[src/pkg/rlsi_pkg.sv]
// register map, field positions and sizes for the receive line-status block
// assumes one 10 MHz system clock and a byte-wide internal register port
package rlsi_pkg;
  localparam int RLSI_ADDR_W = 5;
  localparam int RLSI_DATA_W = 8;
  localparam int RLSI_FLAG_W = 4;
  localparam int RLSI_ENTRY_W = RLSI_DATA_W + RLSI_FLAG_W;
  localparam int RLSI_FIFO_DEPTH = 16;
  localparam int RLSI_TCNT_W = 8;

  localparam logic [RLSI_ADDR_W-1:0] OFS_HOLD = 5'h00;
  localparam logic [RLSI_ADDR_W-1:0] OFS_SUMM = 5'h02;
  localparam logic [RLSI_ADDR_W-1:0] OFS_LINE_EN = 5'h03;
  localparam logic [RLSI_ADDR_W-1:0] OFS_LINE = 5'h04;
  localparam logic [RLSI_ADDR_W-1:0] OFS_SC_EN = 5'h05;
  localparam logic [RLSI_ADDR_W-1:0] OFS_SC = 5'h06;
  localparam logic [RLSI_ADDR_W-1:0] OFS_STS_EN = 5'h07;

  // line status bit positions
  localparam int LINE_CTS = 7;
  localparam int LINE_NOISE = 5;
  localparam int LINE_BREAK = 4;
  localparam int LINE_FRAME = 3;
  localparam int LINE_PARITY = 2;
  localparam int LINE_OVR = 1;
  localparam int LINE_STALE = 0;

  // special character bit positions
  localparam int SC_ADDR = 5;
  localparam int SC_PAUSE = 4;
  localparam int SC_OFF2 = 3;
  localparam int SC_OFF1 = 2;
  localparam int SC_ON2 = 1;
  localparam int SC_ON1 = 0;

  // summary bit positions
  localparam int SUM_LINE = 0;
  localparam int SUM_SPECIAL = 1;
  localparam int SUM_STATUS = 2;

  // status source positions, matching the status enable register
  localparam int STS_SLEEP = 6;
  localparam int STS_CLOCK = 5;
  localparam int STS_GPI_TOP = 3;

  // flag field positions inside a queue entry, below the data byte
  localparam int ENT_NOISE = 3;
  localparam int ENT_BREAK = 2;
  localparam int ENT_FRAME = 1;
  localparam int ENT_PARITY = 0;

  localparam logic [7:0] LINE_EN_MASK = 8'h3f;
  localparam logic [7:0] SC_EN_MASK = 8'h3f;
  localparam logic [7:0] STS_EN_MASK = 8'h6f;
  localparam logic [7:0] REG_RESET = 8'h00;
  localparam logic [RLSI_DATA_W-1:0] BREAK_CHAR = 8'h00;
endpackage : rlsi_pkg

[src/rlsi_top.sv]
// receive line-status flags, special-character flags and summary interrupt routing
// assumes receiver strobes, status levels and the register port share sys_clk;
// only the clear-to-send pin is asynchronous
// Operation
// RULE1 - line-status flags belong to the last word read; reading status keeps them
// RULE2 - bit 7 follows the clear-to-send input level, zero when low
// RULE3 - noise during a character tags it, bit 5 on read
// RULE4 - long low line stores an all-zero character tagged as break
// RULE5 - missing stop bits tag the character with framing fault in bit 3
// RULE6 - parity mismatch tags the character with parity fault in bit 2
// RULE7 - multidrop mode skips parity; bit 2 carries the received ninth bit
// RULE8 - character into full queue is dropped and overrun bit 1 set
// RULE9 - overrun clears on status read or when queue drops below full
// RULE10 - stale flag bit 0 sets after programmed wait; push or pop restarts
// RULE11 - zero stale period never raises the stale flag
// RULE12 - enabled line flags 5..0 feed summary bit 0
// RULE13 - special enables gate special flags 5..0 into summary bit 1
// RULE14 - address character in multidrop mode sets special bit 5
// RULE15 - detected break sets special bit 4
// RULE16 - with detection on, flow characters set special bits 3..0
// RULE17 - reading special flags clears all of them
// RULE18 - status enables 6 and 5 route sleep and clock-ready into summary bit 2
// RULE19 - status enables 3..0 route input-change flags into summary bit 2
// RULE20 - summary bit 0 sets on enabled line flag, clears on summary read
// RULE21 - line enable register holds one enable per flag, bits 5..0
// RULE22 - noise, break, framing and parity flags travel with each queue entry
`timescale 1ns/1ns

module rlsi_fifo
  import rlsi_pkg::*;
#(
  parameter int WIDTH = RLSI_ENTRY_W,
  parameter int DEPTH = RLSI_FIFO_DEPTH
)(
  input wire logic sys_clk,
  input wire logic reset_n,
  input wire logic in_valid,
  output logic in_ready,
  input wire logic [WIDTH-1:0] in_data,
  output logic out_valid,
  input wire logic out_ready,
  output logic [WIDTH-1:0] out_data
);
  localparam int PW = $clog2(DEPTH);
  localparam int CW = $clog2(DEPTH + 1);
  localparam logic [CW-1:0] FULL_CNT = CW'(DEPTH);

  typedef struct packed {
    logic [DEPTH-1:0][WIDTH-1:0] mem;
    logic [PW-1:0] wr;
    logic [PW-1:0] rd;
    logic [CW-1:0] cnt;
    logic room;
    logic avail;
  } rlsi_fifo_s;

  // room resets high so ready reads high during reset, straight from a flop
  localparam rlsi_fifo_s RST_Q = '{room: 1'b1, default: '0};
  rlsi_fifo_s q, d;
  logic push;
  logic pop;

  assign in_ready = q.room;
  assign out_valid = q.avail;
  assign out_data = q.mem[q.rd];
  assign push = in_valid & q.room;
  assign pop = out_ready & q.avail;

  always_comb
  begin
    d = q;
    if (push)
    begin
      d.mem[q.wr] = in_data;
      d.wr = q.wr + 1'b1;
    end
    if (pop)
      d.rd = q.rd + 1'b1;
    if (push & ~pop)
      d.cnt = q.cnt + 1'b1;
    else if (pop & ~push)
      d.cnt = q.cnt - 1'b1;
    d.room = (d.cnt != FULL_CNT);
    d.avail = (d.cnt != '0);
  end

  always_ff @(posedge sys_clk or negedge reset_n)
  begin
    if (!reset_n)
      q <= RST_Q;
    else
      q <= d;
  end
endmodule : rlsi_fifo

module rlsi_top
  import rlsi_pkg::*;
(
  input wire logic sys_clk,
  input wire logic reset_n,
  input wire logic cts_pin,
  input wire logic rx_valid,
  input wire logic [RLSI_DATA_W-1:0] rx_data,
  input wire logic rx_ninth,
  input wire logic rx_noise,
  input wire logic rx_frame_fault,
  input wire logic rx_break,
  output logic rx_ready,
  input wire logic parity_enable,
  input wire logic parity_odd,
  input wire logic multidrop_mode,
  input wire logic special_detect_enable,
  input wire logic [RLSI_DATA_W-1:0] first_on_char,
  input wire logic [RLSI_DATA_W-1:0] second_on_char,
  input wire logic [RLSI_DATA_W-1:0] first_off_char,
  input wire logic [RLSI_DATA_W-1:0] second_off_char,
  input wire logic [RLSI_TCNT_W-1:0] stale_period_setting,
  input wire logic char_tick,
  input wire logic sleep_state_flag,
  input wire logic clock_settled_flag,
  input wire logic [3:0] input_change_flags,
  input wire logic reg_rd,
  input wire logic reg_wr,
  input wire logic [RLSI_ADDR_W-1:0] reg_addr,
  input wire logic [RLSI_DATA_W-1:0] reg_wdata,
  output logic [RLSI_DATA_W-1:0] reg_rdata,
  output logic line_error_summary,
  output logic special_char_summary,
  output logic general_status_summary
);
  typedef struct packed {
    logic cts_s1;
    logic cts_s2;
    logic [RLSI_FLAG_W-1:0] flags;
    logic ovr;
    logic stale;
    logic [RLSI_TCNT_W-1:0] tcnt;
    logic [7:0] line_en;
    logic [7:0] sc_en;
    logic [7:0] sc;
    logic [7:0] sts_en;
    logic [2:0] summ;
    logic [RLSI_DATA_W-1:0] rdata;
  } rlsi_state_s;

  rlsi_state_s q, d;

  logic in_valid;
  logic in_ready;
  logic [RLSI_ENTRY_W-1:0] in_entry;
  logic out_valid;
  logic [RLSI_ENTRY_W-1:0] out_entry;
  logic pop;
  logic push;
  logic drop;
  logic exp_parity;
  logic par_flag;
  logic [7:0] line_val;
  logic [7:0] sc_set;
  logic [7:0] sts_val;
  logic rd_summ;
  logic rd_line;
  logic rd_sc;

  // a break and a character never share a cycle; the break takes the slot
  assign in_valid = rx_valid | rx_break;
  assign push = in_valid & in_ready;
  assign drop = in_valid & ~in_ready;
  assign rd_summ = reg_rd & (reg_addr == OFS_SUMM);
  assign rd_line = reg_rd & (reg_addr == OFS_LINE);
  assign rd_sc = reg_rd & (reg_addr == OFS_SC);
  assign pop = reg_rd & (reg_addr == OFS_HOLD) & out_valid;

  assign exp_parity = (^rx_data) ^ parity_odd;

  always_comb
  begin
    // RULE7 ninth bit
    if (multidrop_mode)
      par_flag = rx_ninth;
    // RULE6 parity compare
    else
      par_flag = parity_enable & (rx_ninth != exp_parity);
  end

  always_comb
  begin
    in_entry = '0;
    // RULE4 zero break char
    if (rx_break)
    begin
      in_entry[RLSI_ENTRY_W-1:RLSI_FLAG_W] = BREAK_CHAR;
      in_entry[ENT_BREAK] = 1'b1;
    end
    // RULE22 flags ride entry
    else
    begin
      in_entry[RLSI_ENTRY_W-1:RLSI_FLAG_W] = rx_data;
      // RULE3 noise tag
      in_entry[ENT_NOISE] = rx_noise;
      // RULE5 framing tag
      in_entry[ENT_FRAME] = rx_frame_fault;
      in_entry[ENT_PARITY] = par_flag;
    end
  end

  rlsi_fifo #(
    .WIDTH(RLSI_ENTRY_W),
    .DEPTH(RLSI_FIFO_DEPTH)
  ) u_receive_queue (
    .sys_clk(sys_clk),
    .reset_n(reset_n),
    .in_valid(in_valid),
    .in_ready(in_ready),
    .in_data(in_entry),
    .out_valid(out_valid),
    .out_ready(pop),
    .out_data(out_entry)
  );

  always_comb
  begin
    line_val = '0;
    // RULE2 live cts level
    line_val[LINE_CTS] = q.cts_s2;
    line_val[LINE_NOISE] = q.flags[ENT_NOISE];
    line_val[LINE_BREAK] = q.flags[ENT_BREAK];
    line_val[LINE_FRAME] = q.flags[ENT_FRAME];
    line_val[LINE_PARITY] = q.flags[ENT_PARITY];
    line_val[LINE_OVR] = q.ovr;
    line_val[LINE_STALE] = q.stale;
  end

  always_comb
  begin
    sc_set = '0;
    // RULE14 address char
    sc_set[SC_ADDR] = rx_valid & multidrop_mode & rx_ninth;
    // RULE15 break seen
    sc_set[SC_PAUSE] = rx_break;
    // RULE16 flow chars
    sc_set[SC_OFF2] = rx_valid & special_detect_enable & (rx_data == second_off_char);
    sc_set[SC_OFF1] = rx_valid & special_detect_enable & (rx_data == first_off_char);
    sc_set[SC_ON2] = rx_valid & special_detect_enable & (rx_data == second_on_char);
    sc_set[SC_ON1] = rx_valid & special_detect_enable & (rx_data == first_on_char);
  end

  always_comb
  begin
    sts_val = '0;
    sts_val[STS_SLEEP] = sleep_state_flag;
    sts_val[STS_CLOCK] = clock_settled_flag;
    sts_val[STS_GPI_TOP:0] = input_change_flags;
  end

  always_comb
  begin
    d = q;
    d.cts_s1 = cts_pin;
    d.cts_s2 = q.cts_s1;
    // RULE1 flags of popped word
    if (pop)
      d.flags = out_entry[RLSI_FLAG_W-1:0];
    // RULE9 overrun clear
    if (rd_line | in_ready)
      d.ovr = 1'b0;
    // RULE8 overrun set wins
    if (drop)
      d.ovr = 1'b1;
    // RULE10 stale counter restart
    // RULE11 zero period holds clear
    if (push | pop | ~out_valid | (stale_period_setting == '0))
    begin
      d.tcnt = '0;
      d.stale = 1'b0;
    end
    else if (char_tick & ~q.stale)
    begin
      d.tcnt = q.tcnt + 1'b1;
      // RULE11 zero period disables
      if ((stale_period_setting != '0) & (d.tcnt >= stale_period_setting))
        d.stale = 1'b1;
    end
    // RULE17 read clears specials, new events win
    if (rd_sc)
      d.sc = '0;
    d.sc = d.sc | sc_set;
    // RULE21 line enables write
    if (reg_wr & (reg_addr == OFS_LINE_EN))
      d.line_en = reg_wdata & LINE_EN_MASK;
    if (reg_wr & (reg_addr == OFS_SC_EN))
      d.sc_en = reg_wdata & SC_EN_MASK;
    if (reg_wr & (reg_addr == OFS_STS_EN))
      d.sts_en = reg_wdata & STS_EN_MASK;
    // RULE20 summary clear on read
    if (rd_summ)
      d.summ = '0;
    // RULE12 enabled line flags
    if (|(line_val & q.line_en))
      d.summ[SUM_LINE] = 1'b1;
    // RULE13 enabled special flags
    if (|(q.sc & q.sc_en))
      d.summ[SUM_SPECIAL] = 1'b1;
    // RULE18 sleep and clock routing
    // RULE19 input change routing
    if (|(sts_val & q.sts_en))
      d.summ[SUM_STATUS] = 1'b1;
    d.rdata = '0;
    if (reg_rd)
    begin
      unique case (reg_addr)
        OFS_HOLD: d.rdata = out_valid ? out_entry[RLSI_ENTRY_W-1:RLSI_FLAG_W] : '0;
        OFS_SUMM: d.rdata = RLSI_DATA_W'(q.summ);
        OFS_LINE_EN: d.rdata = q.line_en;
        // RULE1 read leaves flags
        OFS_LINE: d.rdata = line_val;
        OFS_SC_EN: d.rdata = q.sc_en;
        OFS_SC: d.rdata = q.sc;
        OFS_STS_EN: d.rdata = q.sts_en;
        default: d.rdata = '0;
      endcase
    end
  end

  always_ff @(posedge sys_clk or negedge reset_n)
  begin
    if (!reset_n)
      q <= '0;
    else
      q <= d;
  end

  assign rx_ready = in_ready;
  assign reg_rdata = q.rdata;
  assign line_error_summary = q.summ[SUM_LINE];
  assign special_char_summary = q.summ[SUM_SPECIAL];
  assign general_status_summary = q.summ[SUM_STATUS];
endmodule : rlsi_top

[config.mk]
export PLATFORM = sky130hd
export DESIGN_NAME = rlsi_top
export DESIGN_NICKNAME = d
export VERILOG_FILES = /design/src/pkg/rlsi_pkg.sv /design/src/rlsi_top.sv
export SDC_FILE = /design/constraint.sdc
export NUM_CORES = 1
export LEC_CHECK = 0
export BUFFER_PORTS_ARGS = -buffer_cell sky130_fd_sc_hd__buf_4
export CAP_MARGIN = 15
export CORE_MARGIN = 2
export CORE_UTILIZATION = 45
export DETAILED_ROUTE_END_ITERATION = 10
export SETUP_SLACK_MARGIN = 0.2
export SLEW_MARGIN = 5
export SYNTH_ARGS = -nofsm -noshare
export SYNTH_HDL_FRONTEND = slang
export SYNTH_HIERARCHICAL = 1
export SYNTH_SLANG_ARGS = --single-unit
[constraint.sdc]
create_clock -name sys_clk -period 2.5 [get_ports sys_clk]
set_input_delay 0.5 -clock sys_clk [delete_from_list [all_inputs] [get_ports sys_clk]]
set_output_delay 0.5 -clock sys_clk [all_outputs]
set_load 0.02 [all_outputs]
==> flow_summary.json, run 1 <==
{
  "run_status": "finished, final reports clean",
  "layout_min_cycle_time_ns": 2.24,
  "ys_types": 56,
  "dieArea_sq_mm": 0.0297,
  "power.density_mw_per_mm2": 1080,
  "end_kind": "register",
  "firstDrtPassIters": 5,
  "yosysSeqAreaShare_pct": 50.6,
  "p_leak_nw": 6.95,
  "track_usage_pct": 21.3,
  "dp_hpwl_mm": 20.9,
  "die_x_um": 172,
  "synth_top_flop_cell": "dfrtp_1",
  "vias": 7892,
  "clock_skew_ns": 0.0126,
  "synth_enable_flop_cells": 0,
  "final_nets": 1143,
  "totalPowerFinal_mw": 16.3,
  "crit_start": "u_receive_queue/q[7]$_DFFE_PN0P_",
  "core_area_sq_mm": 0.0279,
  "max_slew_margin_pct": 30.6,
  "cts_made_buffers": 28,
  "overflow": 0,
  "gp_congestion": 0.837,
  "synth.mux.area_fraction_pct": 28.4,
  "grt_pass1_vias": 8082,
  "max-cap-violations": 0,
  "slowest_delay_ns": 0.53,
  "r2r_cells": 5,
  "required_ns": 2.91,
  "antenna_found_initial": 0,
  "path_depth": 5,
  "synth_top_area_cell": "dfrtp_1",
  "area_delta_synth_final_pct": 18.3,
  "power_frac_clock_pct": 26.3,
  "cts.clk_slew.worst_paths_ns": 0.06,
  "port_buffers": 92,
  "crit_path_top_delay_cell": "dfrtp_4",
  "final-setup-viol-count": 0,
  "cts_tree": "done",
  "syn_area_sq_mm": 0.0128,
  "syn-instance-count": 932,
  "critical_path_class": "reg -> reg",
  "grt_max_degree": 87,
  "synth_compound_area_share_pct": 4.48,
  "synth_top_family_by_area": "multiplexers",
  "syn_nets": 1030,
  "h-tree-depth": 1,
  "p_seq_share_pct": 40.6,
  "r2r_end": "line_val[5]$_DFFE_PN0P_",
  "drt_iter0_drc": 494,
  "clk_latency_ns": 0.54,
  "drt-wirelength-per-cell_um": 21.2,
  "cts_buffer_depth": 3,
  "post-route-util_pct": 54.2,
  "vdd_ir_drop_max_mv": 0.818,
  "n_antenna_cell": 0,
  "ys_seq_elements": 258,
  "switching_share_pct": 29.3,
  "drcViolationCount": 0,
  "crit-reg2reg-launch": "u_receive_queue/q[7]$_DFFE_PN0P_",
  "max_freq_mhz": 446,
  "antenna_left": 0,
  "r2r_setup_slack_ns": 0.26,
  "synth-simple-area-share_pct": 6.33,
  "io_pins": 94,
  "dp.cells": 1387,
  "num_rows": 61,
  "async_reset_ff_share_pct": 100,
  "p_comb_share_pct": 33.1,
  "p_switching_mw": 4.78,
  "synth_top_area_share_pct": 50.4,
  "wl_mm": 30.6,
  "finalHoldViolCount": 0,
  "grt_pass1_wl_mm": 47.6,
  "intPower_mw": 11.5,
  "period_share_pct": 89.6,
  "cts.sinks": 258,
  "startpoint_type": "register",
  "crit_path_max_fanout": 11,
  "via_per_inst": 5.46,
  "die_h_um": 172,
  "synthTopCellsByArea": "dfrtp_1 50%, mux2_2 18%, mux4_2 8.8%",
  "fillers": 2389,
  "hp-class": "in -> reg",
  "crit_buf_inv": 1,
  "cts_root_buffer": "clkbuf_16",
  "tightest_slew_ns": 1.04,
  "synthAdderAreaFrac_pct": 1.57,
  "rsz0062_at_grt": "false",
  "cp_top_family": "multiplexers",
  "cp.arrival_ns": 2.66,
  "final_cells": 1445,
  "synth_xor_area_share_pct": 4.51,
  "whs_path_depth": 1,
  "drv_slew": 0,
  "drive_above_1_share_pct": 45.5,
  "initial_core_util_pct": 45.8,
  "yosysWarnings": 6,
  "cp_cell_sequence": "buf_12 -> mux4_2 -> a22oi_1 -> nand2_1 -> mux2_2",
  "endpoint": "line_val[5]$_DFFE_PN0P_",
  "syn_area_per_cell_sq_um": 13.7
}
## cell usage in the layout (no fill, tap or decap), types with 4 or more instances in the layout
cell type | synthesis | final
nor2_1 | 29 | 28
clkbuf_8 | 0 | 7
nor3_1 | 5 | 4
nor4_1 | 7 | 7
dfrtp_1 | 257 | 255
mux2_4 | 8 | 8
o31ai_1 | 4 | 4
mux4_2 | 50 | 50
mux2_1 | 6 | 6
nand2_1 | 58 | 58
a21oi_1 | 13 | 13
clkbuf_1 | 26 | 6
xnor2_1 | 31 | 31
nand4_1 | 11 | 11
a22oi_2 | 0 | 4
buf_12 | 0 | 14
buf_4 | 13 | 136
xor2_1 | 29 | 29
nand3_1 | 10 | 10
a21o_1 | 4 | 4
clkinv_2 | 0 | 6
inv_1 | 15 | 15
nand2_2 | 5 | 5
nor2b_1 | 14 | 14
clkbuf_16 | 0 | 29
o21ai_0 | 6 | 6
ha_1 | 16 | 16
mux2_2 | 203 | 203
a22oi_1 | 40 | 36
## per-layer routing
| layer | part of all wire, % | up-vias | wire length (um) | track usage [%] |
|---|---|---|---|---|
| li1 | - | 3617 | - | - |
| met1 | 47 | 4126 | 14400 | 30.9 |
| met2 | 48 | 119 | 14700 | 34.3 |
| met3 | 3.5 | 30 | 1070 | 2.95 |
| met4 | 1.5 | 0 | 461 | 4.20 |
| met5 | 0 | - | 0 | 0 |
## sequential cells by signal (all words and copies together) (netlist names)
name and cells:
u_receive_queue/q 205, q 32, reg_rdata 8, line_val 7, d 1, general_status_summary 1, line_error_summary 1, special_char_summary 1
u_receive_queue/in_ready 1, u_receive_queue/out_valid 1
## power by group through the flow
stage / Sequential, mW / Combinational (mW) / Clock, mW
floorplan: 6.35 / 4.04 / 0
global placement: 6.65 / 5.25 / 0
detailed placement: 6.69 / 5.35 / 0
CTS: 6.61 / 5.43 / 4.40
global route: 6.81 / 5.83 / 4.58
finish: 6.62 / 5.40 / 4.28
## per-stage QoR
step                      TNS (ns)  cell area, sq um  setup slack [ns]  hold WS (ns)
after floorplan                  0             12800             0.222         0.204
after global placement       -5.53             14000            -0.346         0.337
after detailed placement     -5.10             14000            -0.330         0.340
after CTS                        0             15100             0.247        0.0510
after global routing             0             15100             0.211        0.0499
final                            0             15100             0.259        0.0786
## cells by family (layout without fill, tap and decap cells)
kind of cell    count (synthesis)  in the layout
compound gates                 80             80
xor+xnor                       62             62
fa+ha+maj                      16             16
buf+inv                        85            220
flops                         258            258
mux                           269            269
simple gates                  162            162
## final cells by class
type                    count  area, sq um  area share [%]
inverters                  15         56.3           0.373
well taps                 378          473            3.13
flip-flops and latches    258         6460            42.8
clock buffers              42          845            5.59
repair buffers            153         1340            8.86
clock inverters            10          128           0.845
multi-input cells         589         5800            38.4
## synth_stat cells (2+ instances only)
master and instances:
a21oi_1 13, nor2_1 29, xnor2_1 31, o31ai_1 4, a222oi_1 3, nor2b_1 14, a211oi_1 3, nor4_1 7
ha_1 16, o21ai_0 6, nand4_1 11, nand3_1 10, dfrtp_1 257, mux2_2 203, and3_2 2, and2_1 3
nand2_1 58, inv_1 15, xor2_1 29, and2_4 2, a21o_1 4, nor3_1 5, buf_2 9, clkbuf_1 26
buf_4 13, mux4_2 50, mux2_1 6, nand2_2 5, or3_1 2, nand2b_1 2, and3_1 3, mux2i_1 2
mux2_4 8, a22oi_1 40, buf_6 20
## worst min path at each step
stage / start / end / slack [ns]
2_1_floorplan: reset_n / d[57]$_DFF_PN0_ / 0.20
3_3_place_gp: d[57]$_DFF_PN0_ / line_val[7]$_DFF_PN0_ / 0.34
3_5_place_dp: d[57]$_DFF_PN0_ / line_val[7]$_DFF_PN0_ / 0.34
4_1_cts: cts_pin / d[57]$_DFF_PN0_ / 0.05
5_1_grt: cts_pin / d[57]$_DFF_PN0_ / 0.05
6_report: cts_pin / d[57]$_DFF_PN0_ / 0.08
## what timing repair did
item / CTS / global route
buffers inserted: 1 / 0
resized for setup: 1 / 5
cloned: 0 / 0
setup endpoints to repair: 2 / 20
hold buffers: 1 / 0
hold endpoints to repair: 28 / 0
Power figures use the tool's default switching activity.
==> run 2: changes to the inputs <==
SYNTH_HIERARCHICAL = unset   (was 1)
==> flow_summary.json, run 2 <==
{
  "final_nets": 1291,
  "drv_slew": 0,
  "drt-wirelength-per-cell_um": 20.1,
  "whs_ns": 0.0957,
  "syn-instance-count": 1105,
  "crit_buf_inv": 1,
  "intPower_mw": 10.4,
  "drt_iter0_drc": 639,
  "via_per_inst": 5.49,
  "rsz0062_at_grt": "true",
  "synth.most_common_cell": "dfrtp_1",
  "h-tree-depth": 1,
  "grt_pass1_wl_mm": 50.5,
  "drcViolationCount": 0,
  "largest_reg_flops": 205,
  "clk_latency_ns": 0.55,
  "die_x_um": 169,
  "track_usage_pct": 22.7,
  "synth_enable_flop_cells": 0,
  "r2r_end": "u_receive_queue.q[69]$_DFFE_PN0P_",
  "crit_start": "u_receive_queue.in_ready$_DFF_PN1_",
  "final_common_cell": "dfrtp_1",
  "holdPathEnd": "d[57]$_DFF_PN0_",
  "drive_above_1_share_pct": 24.8,
  "synth_top_area_share_pct": 52.2,
  "io_pins": 94,
  "die_h_um": 169,
  "end_kind": "register",
  "cp_common_cell": "nand2_1",
  "cts.clk_slew.worst_paths_ns": 0.06,
  "whs_path_depth": 1,
  "ys_seq_elements": 258,
  "max-cap-violations": 0,
  "antenna_found_initial": 0,
  "run_status": "finished, final reports clean",
  "cp.arrival_ns": 2.62,
  "fillers": 2352,
  "r2r_cells": 6,
  "antenna_left": 0,
  "async_reset_ff_share_pct": 100,
  "clock_skew_ns": 0.0298,
  "final-setup-viol-count": 0,
  "dp.cells": 1503,
  "p_seq_share_pct": 42.9,
  "r2r_setup_slack_ns": 0.27,
  "cts_made_buffers": 28,
  "ys_types": 50,
  "gp_congestion": 0.877,
  "top_register": "u_receive_queue.q",
  "port_buffers": 92,
  "hp-class": "in -> reg",
  "p_switching_mw": 4.80,
  "num_rows": 60,
  "yosysSeqAreaShare_pct": 52.4,
  "synth_top_flop_cell": "dfrtp_1",
  "dp_hpwl_mm": 21.5,
  "synth_top_area_cell": "dfrtp_1",
  "crit_path_max_fanout": 12,
  "wl_mm": 31.2,
  "mostFrequentLayoutCells": "255 x dfrtp_1, 228 x nand2_1, 177 x o21ai_0",
  "dieArea_sq_mm": 0.0287,
  "cts_buffer_depth": 3,
  "cts_root_buffer": "clkbuf_16",
  "max_freq_mhz": 448,
  "min_from": "cts_pin",
  "synthTopCellsByCount": "257 x dfrtp_1, 228 x nand2_1, 177 x o21ai_0",
  "cp_cell_sequence": "o21ai_1 -> nor3b_1 -> nand2_1 -> buf_12 -> nand2_1 -> o21ai_0",
  "p_comb_share_pct": 30.6,
  "period_share_pct": 89.4,
  "startpoint_type": "register",
  "core_area_sq_mm": 0.0270,
  "cts_tree": "done",
  "power.density_mw_per_mm2": 1050,
  "yosysWarnings": 0,
  "p_leak_nw": 6.47,
  "finalHoldViolCount": 0,
  "switching_share_pct": 31.5,
  "crit-reg2reg-launch": "u_receive_queue.in_ready$_DFF_PN1_",
  "synthTopCellsByArea": "dfrtp_1 52%, mux4_2 11%, o21ai_0 7.2%",
  "area_delta_synth_final_pct": 17.6,
  "syn_area_sq_mm": 0.0123,
  "syn_nets": 1203,
  "overflow": 0,
  "power_frac_clock_pct": 26.6,
  "cts.sinks": 258,
  "final_cells": 1553,
  "grt_pass1_vias": 8844,
  "n_antenna_cell": 0,
  "critical_path_class": "reg -> reg",
  "required_ns": 2.88,
  "crit_path_top_delay_cell": "dfstp_2",
  "syn_area_per_cell_sq_um": 11.2,
  "vias": 8528,
  "layout_min_cycle_time_ns": 2.23,
  "vdd_ir_drop_max_mv": 0.606,
  "max_slew_margin_pct": 55.2,
  "grt_max_degree": 62,
  "initial_core_util_pct": 45.7,
  "cp_top_family": "simple AND/OR/NAND/NOR gates",
  "firstDrtPassIters": 5,
  "tightest_slew_ns": 0.673,
  "slowest_delay_ns": 0.58,
  "totalPowerFinal_mw": 15.2,
  "setup_tns_ns": 0
}
-- run 2: changes by cell type after synthesis, moves of 5 or more --
cell / previous run / this run
o21ai_0: 6 / 177
nand2_1: 58 / 228
mux2_2: 203 / 45
clkbuf_1: 26 / 58
a22oi_1: 40 / 13
buf_6: 20 / 2
mux4_2: 50 / 62
nor2b_1: 14 / 2
nand2b_1: 2 / 12
mux2_4: 8 / 0
nand4_1: 11 / 17
buf_2: 9 / 14
nand2_2: 5 / 0
nor2_1: 29 / 24
-- run 2: logic make-up after synthesis --
kind of cell / share of synthesized area, %
AND/OR/NAND/NOR: 11.4
flip-flops: 52.4
AO/OA/AOI/OAI: 9.85
multiplexers: 16.6
buffers and inverters: 3.68
XOR/XNOR: 4.44
adder cells (fa/ha/maj): 1.62
-- run 2: what timing repair did --
action                                  in CTS  in global routing
gates resized for setup                      0                  1
endpoints found under the hold margin       55                  0
setup buffers                                0                  0
hold buffers                                 1                  0
endpoints found under the setup margin       0                 15
-- run 2: worst register-to-register path, delay by kind of cell, from the launching register on --
family / cells / cell delay [ns]
AO/OA/AOI/OAI: 2 / 0.22
buffers and inverters: 1 / 0.30
flip-flops: 1 / 0.58
AND/OR/NAND/NOR: 3 / 0.99
-- run 2: metrics by stage --
step	instance area (sq um)	utilization, %	worst slack [ns]
finish	14500	53.8	0.265
floorplan	12300	-	0.372
detailed placement	13600	50.4	0.203
global route	14500	53.8	0.108
global placement	13600	50.4	0.228
CTS	14500	53.8	0.219
-- run 2: how the worst max path moves through the flow --
| stage | end | slack, ns | depth (start not counted) |
|---|---|---|---|
| floorplan | u_receive_queue.q[27]$_DFFE_PN0P_ | 0.37 | 8 |
| global placement | line_val[0]$_DFFE_PN0P_ | 0.23 | 8 |
| detailed placement | u_receive_queue.q[152]$_DFFE_PN0P_ | 0.20 | 8 |
| CTS | line_val[0]$_DFFE_PN0P_ | 0.22 | 8 |
| global route | u_receive_queue.q[148]$_DFFE_PN0P_ | 0.11 | 7 |
| finish | u_receive_queue.q[69]$_DFFE_PN0P_ | 0.27 | 6 |
-- run 2: metal layers --
metal  part of all wire (%)  up-vias  track usage, %
met5                      0        -               0
met3                    5.1       48            3.57
met4                    2.2        0            5.72
li1                       -     4041               -
met1                     46     4210            32.0
met2                     47      229            37.0
-- run 2: power by group through the flow --
stage / Combinational [mW] / Clock (mW) / Sequential [mW]
2_1_floorplan: 3.35 / 0 / 6.29
3_3_place_gp: 4.59 / 0 / 6.52
3_5_place_dp: 4.71 / 0 / 6.58
4_1_cts: 4.72 / 4.14 / 6.53
5_1_grt: 5.22 / 4.30 / 6.72
6_report: 4.66 / 4.05 / 6.53
-- run 2: layout make-up --
| cell class | count | area [sq um] | area share (%) |
|---|---|---|---|
| well taps | 341 | 427 | 2.94 |
| multi-input cells | 744 | 5420 | 37.4 |
| clock inverters | 2 | 46.3 | 0.319 |
| repair buffers | 144 | 1220 | 8.39 |
| inverters | 17 | 63.8 | 0.440 |
| flip-flops and latches | 258 | 6460 | 44.6 |
| clock buffers | 47 | 862 | 5.95 |
==> run 3: changes to the inputs <==
CORE_MARGIN = unset   (was 2)
RECOVER_POWER = 25   (was unset)
==> flow_summary.json, run 3 (synthesis results as in run 2) <==
{
  "post_dp_cell_area_sq_mm": 0.0136,
  "largest_reg_flops": 205,
  "clk_latency_ns": 0.55,
  "grt_pass1_vias": 8549,
  "whs_ns": 0.114,
  "area_delta_synth_final_pct": 17.9,
  "crit_path_max_fanout": 15,
  "antenna_found_initial": 0,
  "switching_share_pct": 31.8,
  "max_slew_margin_pct": 24.0,
  "firstDrtPassIters": 5,
  "clock_skew_ns": 0.0153,
  "final-setup-viol-count": 0,
  "final_area_sq_mm": 0.0145,
  "pre_cts_slack_ns": 0.168,
  "required_ns": 2.92,
  "period_share_pct": 88.1,
  "cp.arrival_ns": 2.62,
  "die_x_um": 167,
  "tightest_slew_ns": 1.14,
  "power_frac_clock_pct": 25.9,
  "wl_mm": 31.5,
  "max-cap-violations": 0,
  "rsz0062_at_grt": "true",
  "n_antenna_cell": 0,
  "cts_buffer_depth": 3,
  "finalHoldViolCount": 0,
  "cts.sinks": 258,
  "cts.clk_slew.worst_paths_ns": 0.06,
  "grt_max_degree": 62,
  "layout_min_cycle_time_ns": 2.20,
  "io_pins": 94,
  "drt_iter0_drc": 623,
  "drcViolationCount": 0,
  "p_comb_share_pct": 31.1,
  "die_h_um": 167,
  "drive_above_1_share_pct": 25.5,
  "multi_input_area_sq_mm": 0.00543,
  "max_freq_mhz": 454,
  "final-seq-area_sq_mm": 0.00646,
  "drt-wirelength-per-cell_um": 20.2,
  "fillers": 2327,
  "drv_slew": 0,
  "overflow": 0,
  "final_nets": 1299,
  "finalWorstSetupSlack_ns": 0.298,
  "num_rows": 60,
  "port_buffers": 92,
  "dp_hpwl_mm": 21.6,
  "dieArea_sq_mm": 0.0281,
  "h-tree-depth": 1,
  "vias": 8614,
  "core_area_sq_mm": 0.0269,
  "via_per_inst": 5.53,
  "p_leak_nw": 6.49,
  "initial_core_util_pct": 45.9,
  "mostFrequentLayoutCells": "255 x dfrtp_1, 228 x nand2_1, 176 x o21ai_0",
  "power.density_mw_per_mm2": 1050,
  "intPower_mw": 10.4,
  "run_status": "finished, final reports clean",
  "p_switching_mw": 4.85,
  "vdd_ir_drop_max_mv": 0.537,
  "hp-class": "in -> reg",
  "antenna_left": 0,
  "track_usage_pct": 22.9,
  "cts_tree": "done",
  "cts_root_buffer": "clkbuf_16",
  "startpoint_type": "register",
  "cts_made_buffers": 28,
  "grt_pass1_wl_mm": 49.4,
  "p_seq_share_pct": 42.9,
  "final_common_cell": "dfrtp_1",
  "setup_tns_ns": 0,
  "gp_congestion": 0.878,
  "top_register": "u_receive_queue.q",
  "end_kind": "register",
  "totalPowerFinal_mw": 15.3,
  "critical_path_class": "reg -> reg"
}
## run 3: cell count changes in the layout (fill, tap and decap cells not counted), sizes merged
cell	change
buf	+1
clkbuf	-1
clkinv	+5
inv	+1
## run 3: area by class of cell
type                            count  share of cell area, %
Clock buffer                       39                   5.52
Multi-Input combinational cell    744                   37.4
Clock inverter                      8                  0.551
Sequential cell                   258                   44.5
Timing Repair Buffer              152                   8.71
Inverter                           17                  0.439
Tap cell                          341                   2.94
## run 3: what timing repair did
action / CTS / global route
pin swaps: 0 / 2
endpoints found under the setup margin: 1 / 2
hold endpoints to repair: 54 / 0
cloned: 0 / 2
buffers inserted: 0 / 1
hold buffers: 1 / 0
gates resized for setup: 1 / 4
## run 3: worst max-delay path: stages, from the launching register on
cell and delay, ns:
dfrtp_4 0.52, buf_16 0.20, mux4_2 0.53, mux4_2 0.53, a22oi_1 0.21, nor2_1 0.07
## run 3: path summary, 6_finish.rpt
path | slack [ns] | end | depth (start not counted) | startpoint
hold reg to reg | 0.35 | line_val[7]$_DFF_PN0_ | 0 | d[57]$_DFF_PN0_
max in group asynchronous | 0.51 | u_receive_queue.q[160]$_DFFE_PN0P_ | 3 | reset_n
min in group asynchronous | 0.47 | q[46]$_DFFE_PN0P_ | 2 | reset_n
setup reg to reg | 0.30 | reg_rdata[4]$_DFF_PN0_ | 5 | u_receive_queue.q[7]$_DFFE_PN0P_
hold / removal | 0.11 | d[57]$_DFF_PN0_ | 1 | cts_pin
setup / recovery | 0.30 | reg_rdata[4]$_DFF_PN0_ | 5 | u_receive_queue.q[7]$_DFFE_PN0P_
## run 3: power by group through the flow
stage	sequential (mW)	clock (mW)	combinational (mW)
6_report	6.56	3.96	4.76
3_5_place_dp	6.57	0	4.72
4_1_cts	6.52	4.06	4.73
5_1_grt	6.72	4.22	5.31
2_1_floorplan	6.29	0	3.35
3_3_place_gp	6.52	0	4.60
## run 3: per-layer routing
metal	global-route usage (%)	up-vias	wire length, um
li1	-	4049	-
met1	33.1	4289	14600
met2	36.7	234	14600
met3	3.57	42	1740
met4	4.59	0	554
met5	0	-	0
## run 3: stage by stage
stage	instances	utilization [%]
finish	1559	54.1
global route	1559	54.1
CTS	1556	53.9
detailed placement	1508	50.6
global placement	1508	50.6
floorplan	1105	-
